## config.mk

```make
export PLATFORM = sky130hd
export DESIGN_NAME = cacap_top
export DESIGN_NICKNAME = d
export VERILOG_FILES = /design/src/hdl/cacap_pkg.sv /design/src/hdl/cacap_sync.sv /design/src/hdl/cacap_module.sv /design/src/hdl/cacap_top.sv
export VERILOG_INCLUDE_DIRS = /design/src /design/src/hdl
export SDC_FILE = /design/constraint.sdc
export NUM_CORES = 1
export LEC_CHECK = 0
export BUFFER_PORTS_ARGS = -buffer_cell sky130_fd_sc_hd__buf_2
export CORE_MARGIN = 3
export CORE_UTILIZATION = 55
export DETAILED_ROUTE_END_ITERATION = 6
export PLACE_DENSITY = 0.86
export SLEW_MARGIN = 20
export SYNTH_ARGS = -nofsm -noshare
export SYNTH_HDL_FRONTEND = slang
export SYNTH_SLANG_ARGS = --single-unit
```

## constraint.sdc

```tcl
create_clock -name clk_i -period 2.5 [get_ports clk_i]
set_input_delay 0.375 -clock clk_i [delete_from_list [all_inputs] [get_ports clk_i]]
set_output_delay 0.375 -clock clk_i [all_outputs]
set_load 0.01 [all_outputs]
```

## src/hdl/cacap_cfg.svh

```systemverilog
// register offsets, field positions, reset values and timing counts
`ifndef CACAP_CFG_SVH
`define CACAP_CFG_SVH
`define CACAP_OFF_CNT_LO 12'h000
`define CACAP_OFF_CNT_HI 12'h004
`define CACAP_OFF_MODE 12'h008
`define CACAP_OFF_CTRL 12'h00C
`define CACAP_OFF_INTEN 12'h010
`define CACAP_OFF_PINS 12'h014
`define CACAP_OFF_IRQ 12'h018
`define CACAP_OFF_MMODE0 12'h020
`define CACAP_OFF_CMP_LO0 12'h040
`define CACAP_OFF_CMP_HI0 12'h060
`define CACAP_MODE_TB_LSB 1
`define CACAP_MODE_OVF_IE 0
`define CACAP_MODE_IDLE 7
`define CACAP_MODE_WDOG 6
`define CACAP_MODE_RESET 8'h40
`define CACAP_CTRL_OVF 7
`define CACAP_CTRL_RUN 6
`define CACAP_INTEN_GLOBAL 0
`define CACAP_INTEN_ARRAY 1
`define CACAP_MMODE_RESET 8'h00
`define CACAP_DIV12 4'hB
`define CACAP_DIV4 4'h3
`define CACAP_MIN_LEVEL_NS 20
`define CACAP_CLK_NS 10
`define CACAP_MIN_LEVEL_CYC ((`CACAP_MIN_LEVEL_NS + `CACAP_CLK_NS - 1) / `CACAP_CLK_NS)
`endif

```

## src/hdl/cacap_pkg.sv

```systemverilog
// types shared by the counter array files
package cacap_pkg;
    typedef enum logic [2:0] {
        CACAP_TB_DIV12 = 3'h0,
        CACAP_TB_DIV4 = 3'h1,
        CACAP_TB_TIMER0 = 3'h2,
        CACAP_TB_EXT_FALL = 3'h3,
        CACAP_TB_SYSCLK = 3'h4,
        CACAP_TB_XOSC8 = 3'h5
    } cacap_tb_e;
    typedef enum logic [5:0] {
        CACAP_M_OFF = 6'h01,
        CACAP_M_CAPTURE = 6'h02,
        CACAP_M_SWTIMER = 6'h04,
        CACAP_M_HSOUT = 6'h08,
        CACAP_M_FREQ = 6'h10,
        CACAP_M_PWM = 6'h20
    } cacap_mode_e;
    typedef struct packed {
        logic wide_pulse_select;
        logic compare_enable;
        logic rise_capture_enable;
        logic fall_capture_enable;
        logic compare_hit_enable;
        logic flip_on_hit_enable;
        logic pulse_width_enable;
        logic module_int_enable;
    } cacap_mmode_s;
endpackage

```

## src/hdl/cacap_sync.sv

```systemverilog
// three-stage synchroniser with agreement check and edge pulses
module cacap_sync (
    input wire logic clk_i,
    input wire logic reset_n_i,
    input wire logic async_i,
    output logic level_o,
    output logic rise_o,
    output logic fall_o
);
    logic [2:0] s_q;
    logic lvl_q;
    wire agree = (s_q[2] == s_q[1]);
    wire new_lvl = agree ? s_q[2] : lvl_q;
    always_ff @(posedge clk_i or negedge reset_n_i) begin
        if (!reset_n_i) begin
            s_q <= 3'h0;
            lvl_q <= 1'b0;
        end else begin
            s_q <= {s_q[1:0], async_i};
            lvl_q <= new_lvl;
        end
    end
    // s_q[0] feeds only s_q[1]; a level must stand two cycles to be seen
    assign level_o = lvl_q;
    assign rise_o = new_lvl & ~lvl_q;
    assign fall_o = ~new_lvl & lvl_q;
endmodule

```

## src/hdl/cacap_module.sv

```systemverilog
// one capture/compare module: mode decode, capture and event flag
`include "cacap_cfg.svh"
module cacap_module (
    input wire logic clk_i,
    input wire logic reset_n_i,
    input wire logic io_line_i,
    input wire logic [15:0] count_i,
    input wire logic mode_we_i,
    input wire logic [7:0] wdata_i,
    input wire logic lo_we_i,
    input wire logic hi_we_i,
    input wire logic flag_clr_i,
    input wire logic flag_set_i,
    output cacap_pkg::cacap_mmode_s mode_o,
    output cacap_pkg::cacap_mode_e dec_o,
    output logic [15:0] capt_o,
    output logic flag_o,
    output logic irq_o,
    output logic pin_o
);
    cacap_pkg::cacap_mmode_s mode_q;
    logic [15:0] capt_q;
    logic flag_q;
    logic rise, fall;
    cacap_sync u_sync (
        .clk_i(clk_i),
        .reset_n_i(reset_n_i),
        .async_i(io_line_i),
        .level_o(pin_o),
        .rise_o(rise),
        .fall_o(fall)
    );
    wire no_cmp = ~mode_q.compare_hit_enable & ~mode_q.flip_on_hit_enable
        & ~mode_q.pulse_width_enable;
    wire capt_mode = no_cmp & (mode_q.rise_capture_enable | mode_q.fall_capture_enable);
    wire cmp_ok = mode_q.compare_enable & ~mode_q.rise_capture_enable
        & ~mode_q.fall_capture_enable;
    assign dec_o = capt_mode ? cacap_pkg::CACAP_M_CAPTURE :
        !cmp_ok ? cacap_pkg::CACAP_M_OFF :
        (mode_q.flip_on_hit_enable & mode_q.pulse_width_enable) ? cacap_pkg::CACAP_M_FREQ :
        mode_q.pulse_width_enable ? cacap_pkg::CACAP_M_PWM :
        (mode_q.compare_hit_enable & mode_q.flip_on_hit_enable) ? cacap_pkg::CACAP_M_HSOUT :
        mode_q.compare_hit_enable ? cacap_pkg::CACAP_M_SWTIMER :
        cacap_pkg::CACAP_M_OFF;
    wire capt = capt_mode & ((rise & mode_q.rise_capture_enable)
        | (fall & mode_q.fall_capture_enable));
    always_ff @(posedge clk_i or negedge reset_n_i) begin
        if (!reset_n_i) begin
            mode_q <= `CACAP_MMODE_RESET;
            capt_q <= 16'h0000;
            flag_q <= 1'b0;
        end else begin
            if (mode_we_i) begin
                mode_q <= wdata_i;
            end else if (lo_we_i) begin
                mode_q.compare_enable <= 1'b0;
            end else if (hi_we_i) begin
                mode_q.compare_enable <= 1'b1;
            end
            if (capt) begin
                capt_q <= count_i;
            end else if (lo_we_i) begin
                capt_q[7:0] <= wdata_i;
            end else if (hi_we_i) begin
                capt_q[15:8] <= wdata_i;
            end
            // the event wins over a clear in the same cycle
            flag_q <= capt | flag_set_i | (flag_q & ~flag_clr_i);
        end
    end
    assign mode_o = mode_q;
    assign capt_o = capt_q;
    assign flag_o = flag_q;
    assign irq_o = flag_q & mode_q.module_int_enable;
    a_capture_loads: assert property (@(posedge clk_i) disable iff (!reset_n_i)
        capt |=> capt_o == $past(count_i) && flag_o) else $error("capture lost");
    a_flag_sticky: assert property (@(posedge clk_i) disable iff (!reset_n_i)
        flag_o && !flag_clr_i |=> flag_o) else $error("flag dropped");
    a_irq_gate: assert property (@(posedge clk_i) disable iff (!reset_n_i)
        irq_o |-> flag_o && mode_q.module_int_enable) else $error("irq ungated");
    a_cmp_lo_clr: assert property (@(posedge clk_i) disable iff (!reset_n_i)
        lo_we_i && !mode_we_i |=> !mode_q.compare_enable) else $error("lo no clr");
    a_cmp_hi_set: assert property (@(posedge clk_i) disable iff (!reset_n_i)
        hi_we_i && !lo_we_i && !mode_we_i |=> mode_q.compare_enable)
        else $error("hi no set");
endmodule

```

## src/hdl/cacap_top.sv

```systemverilog
// counter array: apb registers, timebase, counter, watchdog lock, modules
`include "cacap_cfg.svh"
module cacap_top (
    input wire logic clk_i,
    input wire logic reset_n_i,
    input wire logic psel_i,
    input wire logic penable_i,
    input wire logic pwrite_i,
    input wire logic [11:0] paddr_i,
    input wire logic [31:0] pwdata_i,
    output logic [31:0] prdata_o,
    output logic pready_o,
    output logic pslverr_o,
    input wire logic [4:0] module_io_line_i,
    input wire logic external_count_input_i,
    input wire logic timer0_overflow_i,
    input wire logic ext_osc_div8_i,
    input wire logic cpu_idle_i,
    output logic irq_o,
    output logic [15:0] count_o
);
    localparam int NMOD = 5;
    logic [15:0] cnt_q;
    logic [7:0] snap_q;
    logic [7:0] amode_q;
    logic run_q, ovf_q, gie_q, aie_q;
    logic [3:0] pre_q;
    logic [31:0] prdata_q;
    logic pready_q, pslverr_q, irq_q;
    cacap_pkg::cacap_mmode_s mmode [NMOD];
    cacap_pkg::cacap_mode_e mdec [NMOD];
    logic [15:0] mcapt [NMOD];
    logic [NMOD-1:0] mflag, mirq, mpin;
    logic eci_fall, xosc_rise;
    // apb access phase ends one cycle after it starts; pready is registered and pulses once
    wire acc = psel_i & penable_i & ~pready_q;
    wire wr = acc & pwrite_i;
    wire rd = acc & ~pwrite_i;
    wire [7:0] wb = pwdata_i[7:0];
    wire hit_lo = (paddr_i == `CACAP_OFF_CNT_LO);
    wire hit_hi = (paddr_i == `CACAP_OFF_CNT_HI);
    wire hit_md = (paddr_i == `CACAP_OFF_MODE);
    wire hit_ct = (paddr_i == `CACAP_OFF_CTRL);
    wire hit_ie = (paddr_i == `CACAP_OFF_INTEN);
    wire hit_pn = (paddr_i == `CACAP_OFF_PINS);
    wire hit_iq = (paddr_i == `CACAP_OFF_IRQ);
    wire [11:0] mrel = paddr_i - `CACAP_OFF_MMODE0;
    wire [11:0] lrel = paddr_i - `CACAP_OFF_CMP_LO0;
    wire [11:0] hrel = paddr_i - `CACAP_OFF_CMP_HI0;
    wire hit_mm = (paddr_i >= `CACAP_OFF_MMODE0) && (mrel[1:0] == 2'h0) && (mrel < 12'h014);
    wire hit_cl = (paddr_i >= `CACAP_OFF_CMP_LO0) && (lrel[1:0] == 2'h0) && (lrel < 12'h014);
    wire hit_ch = (paddr_i >= `CACAP_OFF_CMP_HI0) && (hrel[1:0] == 2'h0) && (hrel < 12'h014);
    wire [2:0] midx = hit_mm ? mrel[4:2] : hit_cl ? lrel[4:2] : hrel[4:2];
    wire mapped = hit_lo | hit_hi | hit_md | hit_ct | hit_ie | hit_pn | hit_iq
        | hit_mm | hit_cl | hit_ch;
    wire wdog = amode_q[`CACAP_MODE_WDOG];
    wire [2:0] tbsel = amode_q[`CACAP_MODE_TB_LSB +: 3];
    // timebase selection
    wire pre_wrap = (tbsel == cacap_pkg::CACAP_TB_DIV12) ? (pre_q == `CACAP_DIV12) :
        (pre_q[1:0] == 2'(`CACAP_DIV4));
    wire tick = (tbsel == cacap_pkg::CACAP_TB_DIV12) ? pre_wrap :
        (tbsel == cacap_pkg::CACAP_TB_DIV4) ? pre_wrap :
        (tbsel == cacap_pkg::CACAP_TB_TIMER0) ? timer0_overflow_i :
        (tbsel == cacap_pkg::CACAP_TB_EXT_FALL) ? eci_fall :
        (tbsel == cacap_pkg::CACAP_TB_SYSCLK) ? 1'b1 :
        (tbsel == cacap_pkg::CACAP_TB_XOSC8) ? xosc_rise : 1'b0;
    // idle stop only matters when set; watchdog runs the counter without the run bit
    wire running = (run_q | wdog) & ~(cpu_idle_i & amode_q[`CACAP_MODE_IDLE]);
    wire adv = running & tick;
    wire wrap = adv & (cnt_q == 16'hFFFF);
    wire cnt_wr_ok = wr & ~wdog;
    cacap_sync u_eci (
        .clk_i(clk_i),
        .reset_n_i(reset_n_i),
        .async_i(external_count_input_i),
        .level_o(),
        .rise_o(),
        .fall_o(eci_fall)
    );
    cacap_sync u_xosc (
        .clk_i(clk_i),
        .reset_n_i(reset_n_i),
        .async_i(ext_osc_div8_i),
        .level_o(),
        .rise_o(xosc_rise),
        .fall_o()
    );
    genvar g;
    generate
        for (g = 0; g < NMOD; g++) begin : g_mod
            wire sel = (midx == 3'(g));
            cacap_module u_mod (
                .clk_i(clk_i),
                .reset_n_i(reset_n_i),
                .io_line_i(module_io_line_i[g]),
                .count_i(cnt_q),
                .mode_we_i(wr & hit_mm & sel),
                .wdata_i(wb),
                .lo_we_i(wr & hit_cl & sel),
                .hi_we_i(wr & hit_ch & sel),
                .flag_clr_i(wr & hit_ct & ~wb[g]),
                .flag_set_i(1'b0),
                .mode_o(mmode[g]),
                .dec_o(mdec[g]),
                .capt_o(mcapt[g]),
                .flag_o(mflag[g]),
                .irq_o(mirq[g]),
                .pin_o(mpin[g])
            );
        end
    endgenerate
    wire ovf_irq = ovf_q & amode_q[`CACAP_MODE_OVF_IE];
    wire irq_d = gie_q & aie_q & (ovf_irq | (|mirq));
    wire [7:0] ctrl_rd = {ovf_q, run_q & ~wdog ? 1'b1 : run_q, 1'b0, mflag};
    wire [7:0] mm_rd = mmode[midx];
    wire [31:0] rd_d = hit_lo ? {24'h0, cnt_q[7:0]} :
        hit_hi ? {24'h0, snap_q} :
        hit_md ? {24'h0, amode_q} :
        hit_ct ? {24'h0, ctrl_rd} :
        hit_ie ? {30'h0, aie_q, gie_q} :
        hit_pn ? {27'h0, mpin} :
        hit_iq ? {26'h0, ovf_irq, mirq} :
        hit_mm ? {24'h0, mm_rd} :
        hit_cl ? {24'h0, mcapt[midx][7:0]} :
        hit_ch ? {24'h0, mcapt[midx][15:8]} : 32'h0;
    always_ff @(posedge clk_i or negedge reset_n_i) begin
        if (!reset_n_i) begin
            pre_q <= 4'h0;
        end else if (pre_wrap) begin
            pre_q <= 4'h0;
        end else begin
            pre_q <= pre_q + 4'h1;
        end
    end
    always_ff @(posedge clk_i or negedge reset_n_i) begin
        if (!reset_n_i) begin
            cnt_q <= 16'h0000;
        end else if (cnt_wr_ok && hit_lo) begin
            cnt_q[7:0] <= wb;
        end else if (cnt_wr_ok && hit_hi) begin
            cnt_q[15:8] <= wb;
        end else if (adv) begin
            cnt_q <= cnt_q + 16'h0001;
        end
    end
    always_ff @(posedge clk_i or negedge reset_n_i) begin
        if (!reset_n_i) begin
            snap_q <= 8'h00;
        end else if (rd && hit_lo) begin
            snap_q <= cnt_q[15:8];
        end
    end
    always_ff @(posedge clk_i or negedge reset_n_i) begin
        if (!reset_n_i) begin
            amode_q <= `CACAP_MODE_RESET;
        end else if (wr && hit_md && wdog) begin
            // timebase and idle stop frozen while watchdog is on
            amode_q[`CACAP_MODE_WDOG] <= wb[`CACAP_MODE_WDOG];
            amode_q[`CACAP_MODE_OVF_IE] <= wb[`CACAP_MODE_OVF_IE];
        end else if (wr && hit_md) begin
            amode_q <= wb;
        end
    end
    always_ff @(posedge clk_i or negedge reset_n_i) begin
        if (!reset_n_i) begin
            run_q <= 1'b0;
            ovf_q <= 1'b0;
            gie_q <= 1'b0;
            aie_q <= 1'b0;
        end else begin
            if (wr && hit_ct) begin
                run_q <= wb[`CACAP_CTRL_RUN];
            end
            // wrap wins over a software clear; hardware never clears it
            ovf_q <= wrap | (ovf_q & ~(wr & hit_ct & ~wb[`CACAP_CTRL_OVF]));
            if (wr && hit_ie) begin
                gie_q <= wb[`CACAP_INTEN_GLOBAL];
                aie_q <= wb[`CACAP_INTEN_ARRAY];
            end
        end
    end
    always_ff @(posedge clk_i or negedge reset_n_i) begin
        if (!reset_n_i) begin
            prdata_q <= 32'h0;
            pready_q <= 1'b0;
            pslverr_q <= 1'b0;
            irq_q <= 1'b0;
        end else begin
            prdata_q <= rd ? rd_d : 32'h0;
            pready_q <= acc;
            pslverr_q <= acc & ~mapped;
            irq_q <= irq_d;
        end
    end
    assign prdata_o = prdata_q;
    assign pready_o = pready_q;
    assign pslverr_o = pslverr_q;
    assign irq_o = irq_q;
    assign count_o = cnt_q;
    a_wrap_sets_ovf: assert property (@(posedge clk_i) disable iff (!reset_n_i)
        wrap |=> ovf_q && cnt_q == 16'h0000) else $error("wrap no flag");
    a_irq_global: assert property (@(posedge clk_i) disable iff (!reset_n_i)
        irq_o |-> $past(gie_q) && $past(aie_q)) else $error("irq ungated");
    a_ovf_irq_en: assert property (@(posedge clk_i) disable iff (!reset_n_i)
        $rose(irq_o) && mirq == 5'h0 |-> $past(amode_q[0])) else $error("ovf ie");
    a_wdog_lock: assert property (@(posedge clk_i) disable iff (!reset_n_i)
        wdog && !adv |=> $stable(cnt_q)) else $error("counter written");
    a_tb_frozen: assert property (@(posedge clk_i) disable iff (!reset_n_i)
        wdog |=> $stable(amode_q[3:1]) && $stable(amode_q[7])) else $error("tb moved");
    a_snap_read: assert property (@(posedge clk_i) disable iff (!reset_n_i)
        rd && hit_lo |=> snap_q == $past(cnt_q[15:8])) else $error("no snapshot");
    // decode checked from the raw mode bits, not from the decoder's own terms
    a_dec_swtimer: assert property (@(posedge clk_i) disable iff (!reset_n_i)
        mmode[0].compare_enable && mmode[0].compare_hit_enable
        && !mmode[0].flip_on_hit_enable && !mmode[0].pulse_width_enable
        && !mmode[0].rise_capture_enable && !mmode[0].fall_capture_enable
        |-> mdec[0] == cacap_pkg::CACAP_M_SWTIMER) else $error("swtimer decode");
endmodule

```

Word-level counts from Yosys, hierarchy flattened
Cells that the tools add are included.

storage, ports and cells
  output and inout bits = 51
  input bits = 58
  bits in registers = 204
  word-level logic and storage cells = 415

cells by class
  multiplexer cells = 77
  reduce and logical (&&, ||, !) cells = 46
  $lt $le $gt $ge = 7
  eq/ne operators = 31
  bitwise logic cells = 166
  $add $sub $neg = 5

operators with widths
  kind                                                  number
  two-way mux 8 bit                                     31
  two-way mux 16 bit                                    8
  AND 1 bit                                             92
  binary-select mux 16 bit (select 3 bit)               1
  inverter 1 bit                                        46
  equality test 12 x 5 -> 1 bit, second input constant  3
  < comparator 12 x 5 -> 1 bit, second input constant   3
  two-way mux 1 bit                                     32
  OR 1 bit                                              27
  nonzero test 2 bit                                    13
  binary-select mux 8 bit (select 3 bit)                1
  equality test 12 x 4 -> 1 bit, second input constant  2
  >= comparator 12 x 7 -> 1 bit, second input constant  2
  subtractor 12 x 7 -> 12 bit, second input constant    2
  adder 16 x 1 -> 16 bit, second input constant         1
  equality test 16 bit, second input constant           1
  AND reduction 2 bit                                   8
  nonzero test 3 bit                                    5
  logical AND 1 bit                                     13
  equality test 12 x 3 -> 1 bit, second input constant  1
  equality test 3 x 2 -> 1 bit, second input constant   4
  >= comparator 12 x 6 -> 1 bit, second input constant  1
  zero test 12 bit                                      1
  != test 2 bit, second input constant                  6
  other kinds (15)                                      28

Logic depth before layout (Yosys ltp)
  depth after elaboration = 21
  gate-level depth with buffers = 10
  gate-level depth less buffers = 8

By module
Synthesis repeated with hierarchy kept, for this count alone.

second synthesis, totals
  cell total of the unflattened synthesis = 1024
  area, all modules = 11583.6 µm²

by module, submodules not included
  module        instances  cells an instance  area each (µm²)  seq. area each (µm²)
  cacap_module  5          88                 1237.4           625.6
  cacap_top     1          535                4494.3           1277.5
  cacap_sync    7          7                  128.9            100.1

Worst setup path after synthesis
No wires, ideal clock.

  kind = input to register
  start = in paddr_i[11]
  end = reg g_mod[4].u_mod.mode_q, in the netlist g_mod[4].u_mod.mode_o[0]
  slack = -0.037 ns
  setup time = 0.125 ns
  path buffers = 2
  data required time = 2.375 ns
  stages = 7
  arrival time = 2.412 ns
  cells stage by stage = or4_4 > or4_1 > buf_2 > nand2b_4 > or2_1 > buf_6 > mux2_4

between the ends
  cells in the longest elaborated chain, start to end = 7
  elaborated cells on any way between the ends = 15
  those cells by class = 2 x add/sub; 4 x order compare; 1 x eq/ne; 2 x mux; 2 x bitwise; 4 x reduce/logical

RTL lines
  item                                                                                           RTL line            text
  start: declaration                                                                             cacap_top.sv:9      input wire logic [11:0] paddr_i,
  subtractor 12 x 7 -> 12 bit (no source line) or >= comparator 12 x 7 -> 1 bit (tied branches)  n/a
  < comparator 12 x 5 -> 1 bit or logical AND 1 bit (tied branches)                              cacap_top.sv:51     wire hit_cl = (paddr_i >= `CACAP_OFF_CMP_LO0) && (lrel[1:0] == 2'h0) && (lrel < 12'h014);
  logical AND 1 bit                                                                              cacap_top.sv:51
  two-way mux 3 bit (2 in series)                                                                cacap_top.sv:53     wire [2:0] midx = hit_mm ? mrel[4:2] : hit_cl ? lrel[4:2] : hrel[4:2];
  equality test 3 bit                                                                            cacap_top.sv:91     wire sel = (midx == 3'(g));
  AND 1 bit *                                                                                    cacap_top.sv:97     .mode_we_i(wr & hit_mm & sel),
  end signal: assignment                                                                         cacap_module.sv:49  mode_q <= `CACAP_MMODE_RESET;
  end signal: assignment                                                                         cacap_module.sv:54  mode_q <= wdata_i;
  end: declaration                                                                               cacap_module.sv:21  cacap_pkg::cacap_mmode_s mode_q;

Every way passes the cells marked *; elsewhere a longest branch is shown, timed or not.
A chain may end at the register's enable or synchronous reset.

Worst setup path after layout
  start = reg u_eci.s_q[1]
  end = reg cnt_q[14] (netlist: count_o[14])

between the ends
  cells in the longest elaborated chain, start to end = 11

RTL lines
  item                                  RTL line          text
  start: declaration                    cacap_sync.sv:10  logic [2:0] s_q;
  start signal: assignment              cacap_sync.sv:19  s_q <= {s_q[1:0], async_i};
  equality test 1 bit                   cacap_sync.sv:12  wire agree = (s_q[2] == s_q[1]);
  two-way mux 1 bit                     cacap_sync.sv:13  wire new_lvl = agree ? s_q[2] : lvl_q;
  inverter 1 bit                        cacap_sync.sv:26  assign fall_o = ~new_lvl & lvl_q;
  AND 1 bit                             cacap_sync.sv:26
  two-way mux 1 bit                     cacap_top.sv:64   (tbsel == cacap_pkg::CACAP_TB_EXT_FALL) ? eci_fall :
  two-way mux 1 bit                     cacap_top.sv:63   (tbsel == cacap_pkg::CACAP_TB_TIMER0) ? timer0_overflow_i :
  two-way mux 1 bit                     cacap_top.sv:62   (tbsel == cacap_pkg::CACAP_TB_DIV4) ? pre_wrap :
  two-way mux 1 bit                     cacap_top.sv:61   wire tick = (tbsel == cacap_pkg::CACAP_TB_DIV12) ? pre_wrap :
  AND 1 bit                             cacap_top.sv:69   wire adv = running & tick;
  nonzero test 2 bit (no source line)   n/a
  AND reduction 2 bit (no source line)  n/a
  end signal: assignment                cacap_top.sv:141  cnt_q[15:8] <= wb;
  end signal: assignment                cacap_top.sv:143  cnt_q <= cnt_q + 16'h0001;
  end: declaration                      cacap_top.sv:23   logic [15:0] cnt_q;

Every way passes these cells.

==> metrics list <==
* Outcome: completed
* Wire length of the first global-routing pass: 54.1 mm
* Origin of the worst min-delay path: pwrite_i
- Final clock skew: 0.00879 ns
* Post-detailed-routing wire length: 34.7 mm
- Slowest library cell on the worst path: or3b_2
- Average size of a mapped cell: 9.82 sq um
- For this run, the leading register cell type out of synthesis is dfrtp_1.
- After global routing the overflow that remains totals 0.
- The die is 146 um wide.
- Yosys printed 0 warnings.
- Switching power as a share of total power: 0.237
- The die is 146 um tall.
- Cell count of the worst hold path: 3
- CTS Buf Count: 22
- Timing would allow up to 0.418 GHz.
- Worst EP required: 2.90 ns
* Fraction of layout cells with a size suffix above 1: 0.224
* Critical path class: flop to flop
* Via count of the first global-routing pass: 9857
* Average wire per cell in the routed design: 23.6 um
* Worst min-delay path endpoint: amode_q[6]
* H-tree level count: 1
- CP Cell Sequence: or3b_2 > a22o_1 > a221o_2 > o41ai_1 > a21oi_1 > a311oi_1
- After legalization and detailed placement, the total HPWL measured 22.7 mm.
* Area delta synth->final: 17.1%
* Critical path launch point type: flop
- Summing all non-filler instances in the final layout gives an area of 12700 sq um.
- RSZ-0062 raised after global routing: no
- In the synthesized netlist the async set-or-reset flop fraction comes to 1.00.
- Number of failing hold endpoints at the final stage: 0
- Of the total power, registers draw 0.465.
* Startpoint of the lowest-slack register-to-register path: u_eci.s_q[1]
- The share of total power dissipated in combinational logic is 0.071.
- The biggest area contributor in the post-synthesis netlist is dfrtp_1.
* Antenna violations before repair: 0
* Static power due to leakage: 0.00564 uW
* Fin worst setup slack: 0.106 ns
- First DRT Iteration DRCs: 1284
- At the end of the flow the core is filled with cells to 0.667.
- Worst slew margin: 0.554
- In this run the register-to-register setup slack is 0.11 ns.
* Number of detailed-routing iterations run before antenna repair: 6
* Overall power after layout: 7300 uW
- Clock sinks: 204
- The routed layout has 9563 vias.
* Clock latency at the later pin of the worst-skew pair: 0.51 ns
* Core region area: 19000 sq um
* Pre-CTS setup slack: -0.116 ns
- Die Outline Area: 21400 sq um
* Power per cell area: 575 nW/um^2
* Mapped Area: 10800 sq um
* ANT cells: 0
- I/O pins: 109
- Period utilization: 0.958
- Area after DPL: 11900 sq um
- Clock Tree Root: clkbuf_16
* Number of rows created at floorplan: 50
- Of the synthesized area, sequential elements account for 0.471.
* Tightest Pin Transition: 0.652 ns
* R2R depth: 6
- Max Transition Viols Final: 0
* Maximum number of pins on one net before global-route repair: 66
* DR vias/cell: 6.49
* Reg2reg end: count_o[14]
- Class of the worst hold path: input port to flop
- Number of I/O port buffers: 60
- Crit path arrival time: 2.79 ns
- After clock tree synthesis, the setup repair step added 0 buffers.
- The most common cell in the synthesized netlist is dfrtp_1.
- VDD sags by at most 0.628 mV.
- # setup viols final: 0
* Number of enable flip-flop cells after synthesis: 0
* Net switching power of the design: 1730 uW
* Remaining design rule violation count: 0
* RD Place Congestion: 0.991
- In the global route stage, overall resource usage came out at 0.319.
- The filler cells instantiated in the layout total 1463.
* Sort of element at the end of the critical path: flop
* List of most frequent post-synthesis cells: dfrtp_1, nor2_1, a21oi_1
- Final nets: 1259
* Crit path largest cell delay: 0.48 ns
- The count of nets left with antenna violations once routing finished came out at 0.
- Count of maximum capacitance violations: 0
- By area the synthesized netlist is led by dfrtp_1, mux2i_1, a21oi_1.
- Synth Instances: 1104
* TritonCTS clock tree: done
- Count of unique library cells instantiated by Yosys: 76
* Clock-pin slew reported for the worst setup and hold paths after clock tree synthesis: 0.06 ns
- Starting utilization of the core area: 0.570
* Portion of synthesized cell area occupied by the leading cell type: 0.469
* Peak fanout along the critical path: 8
- The clock period could shrink to 2.39 ns.
* Clock share of power: 0.464
- In this run the deepest clock path goes through 3 buffers.
- Number of storage elements in the synthesis netlist: 204
* Total internal power: 5570 uW
==> repair_timing <==
action,4_1_cts,5_1_grt
hold endpoints to repair,69,0
endpoints found under the setup margin,0,5
hold buffers,8,0
resized for setup,0,2
==> state kept, by name, summed over array words and instances (netlist names), 4 cells and up <==
name,flops
amode_q,8
snap_q,8
g_mod.u_mod.capt_o,80
g_mod.u_mod.u_sync.level_o,5
g_mod.u_mod.mode_o,40
count_o,16
prdata_o,8
pre_q,4
g_mod.u_mod.u_sync.s_q,15
g_mod.u_mod.flag_o,5
==> layer usage <==
layer,vias to the layer above,GRT usage,share of wire
li1,4089,-,-
met1,4586,0.409,0.36
met2,713,0.502,0.45
met3,175,0.0788,0.12
met4,0,0.170,0.061
met5,-,0,0
==> logic make-up after synthesis <==
logic type	Yosys count	synth area share
multiplexers	171	0.173
adder cells (fa/ha/maj)	6	0.00646
buffers and inverters	125	0.0530
AND/OR/NAND/NOR	316	0.132
flip-flops	204	0.471
AO/OA/AOI/OAI	268	0.154
other	1	0.000346
XOR/XNOR	13	0.0105
==> power by group through the flow <==
stage	logic [uW]	clock network, uW	registers, uW
final	519	3390	3390
after global routing	552	3530	3400
after CTS	506	3400	3390
after detailed placement	489	0	3450
after global placement	483	0	3450
after floorplan	270	0	3440
==> cell usage in the layout, fill, tap and decap left out, types with 4 or more instances in the layout <==
master / count
nor2b_1: 6
nand2_1: 70
and3_1: 8
a221oi_1: 4
o221ai_1: 7
o21ai_0: 44
nor3_1: 17
a21oi_1: 121
mux2i_1: 109
o22ai_1: 20
o31ai_1: 5
a31oi_1: 9
dfrtp_1: 203
clkbuf_16: 23
nor2_1: 144
a22oi_1: 14
mux2_2: 48
nand2_2: 4
mux2_4: 7
buf_2: 59
dlygate4sd3_1: 8
clkbuf_1: 5
ha_1: 4
conb_1: 24
mux4_2: 5
xor2_1: 5
nand3_1: 25
nand2b_1: 9
buf_4: 80
or4_1: 6
clkinv_2: 6
inv_1: 10
buf_12: 11
xnor2_1: 8
a31o_2: 4
==> area by class of cell <==
type / count / area (sq um) / area share
well taps: 260 / 325 / 0.0256
clock inverters: 10 / 129 / 0.0102
repair buffers: 159 / 1210 / 0.0953
multi-input cells: 798 / 5260 / 0.414
clock buffers: 30 / 622 / 0.0490
inverters: 12 / 45.0 / 0.00355
flip-flops and latches: 204 / 5110 / 0.402
==> how the worst max path moves through the flow <==
stage / startpoint / end / slack (ns)
6_report: u_eci.s_q[1] / count_o[14] / 0.11
5_1_grt: u_eci.s_q[1] / count_o[12] / 0.01
4_1_cts: u_eci.s_q[1] / count_o[10] / 0.03
3_5_place_dp: paddr_i[1] / prdata_o[4] / -0.12
3_3_place_gp: paddr_i[1] / prdata_o[4] / -0.05
2_1_floorplan: paddr_i[1] / g_mod[4].u_mod.mode_o[0] / 0.01
==> metrics by stage <==
stage	setup TNS [ns]	std cells	hold slack, ns
2_1_floorplan	0	1127	0.0794
3_3_place_gp	-0.373	1425	0.333
3_5_place_dp	-2.35	1425	0.340
4_1_cts	0	1473	0.206
5_1_grt	0	1473	0.281
6_report	0	1473	0.212
==> critical path: cells and delay by family (launching register included) <==
family | cells | cell delay (ns)
AO/OA/AOI/OAI | 5 | 1.42
AND/OR/NAND/NOR | 1 | 0.48
flip-flops | 1 | 0.39
Note: power is estimated with default switching activity, not from simulation.
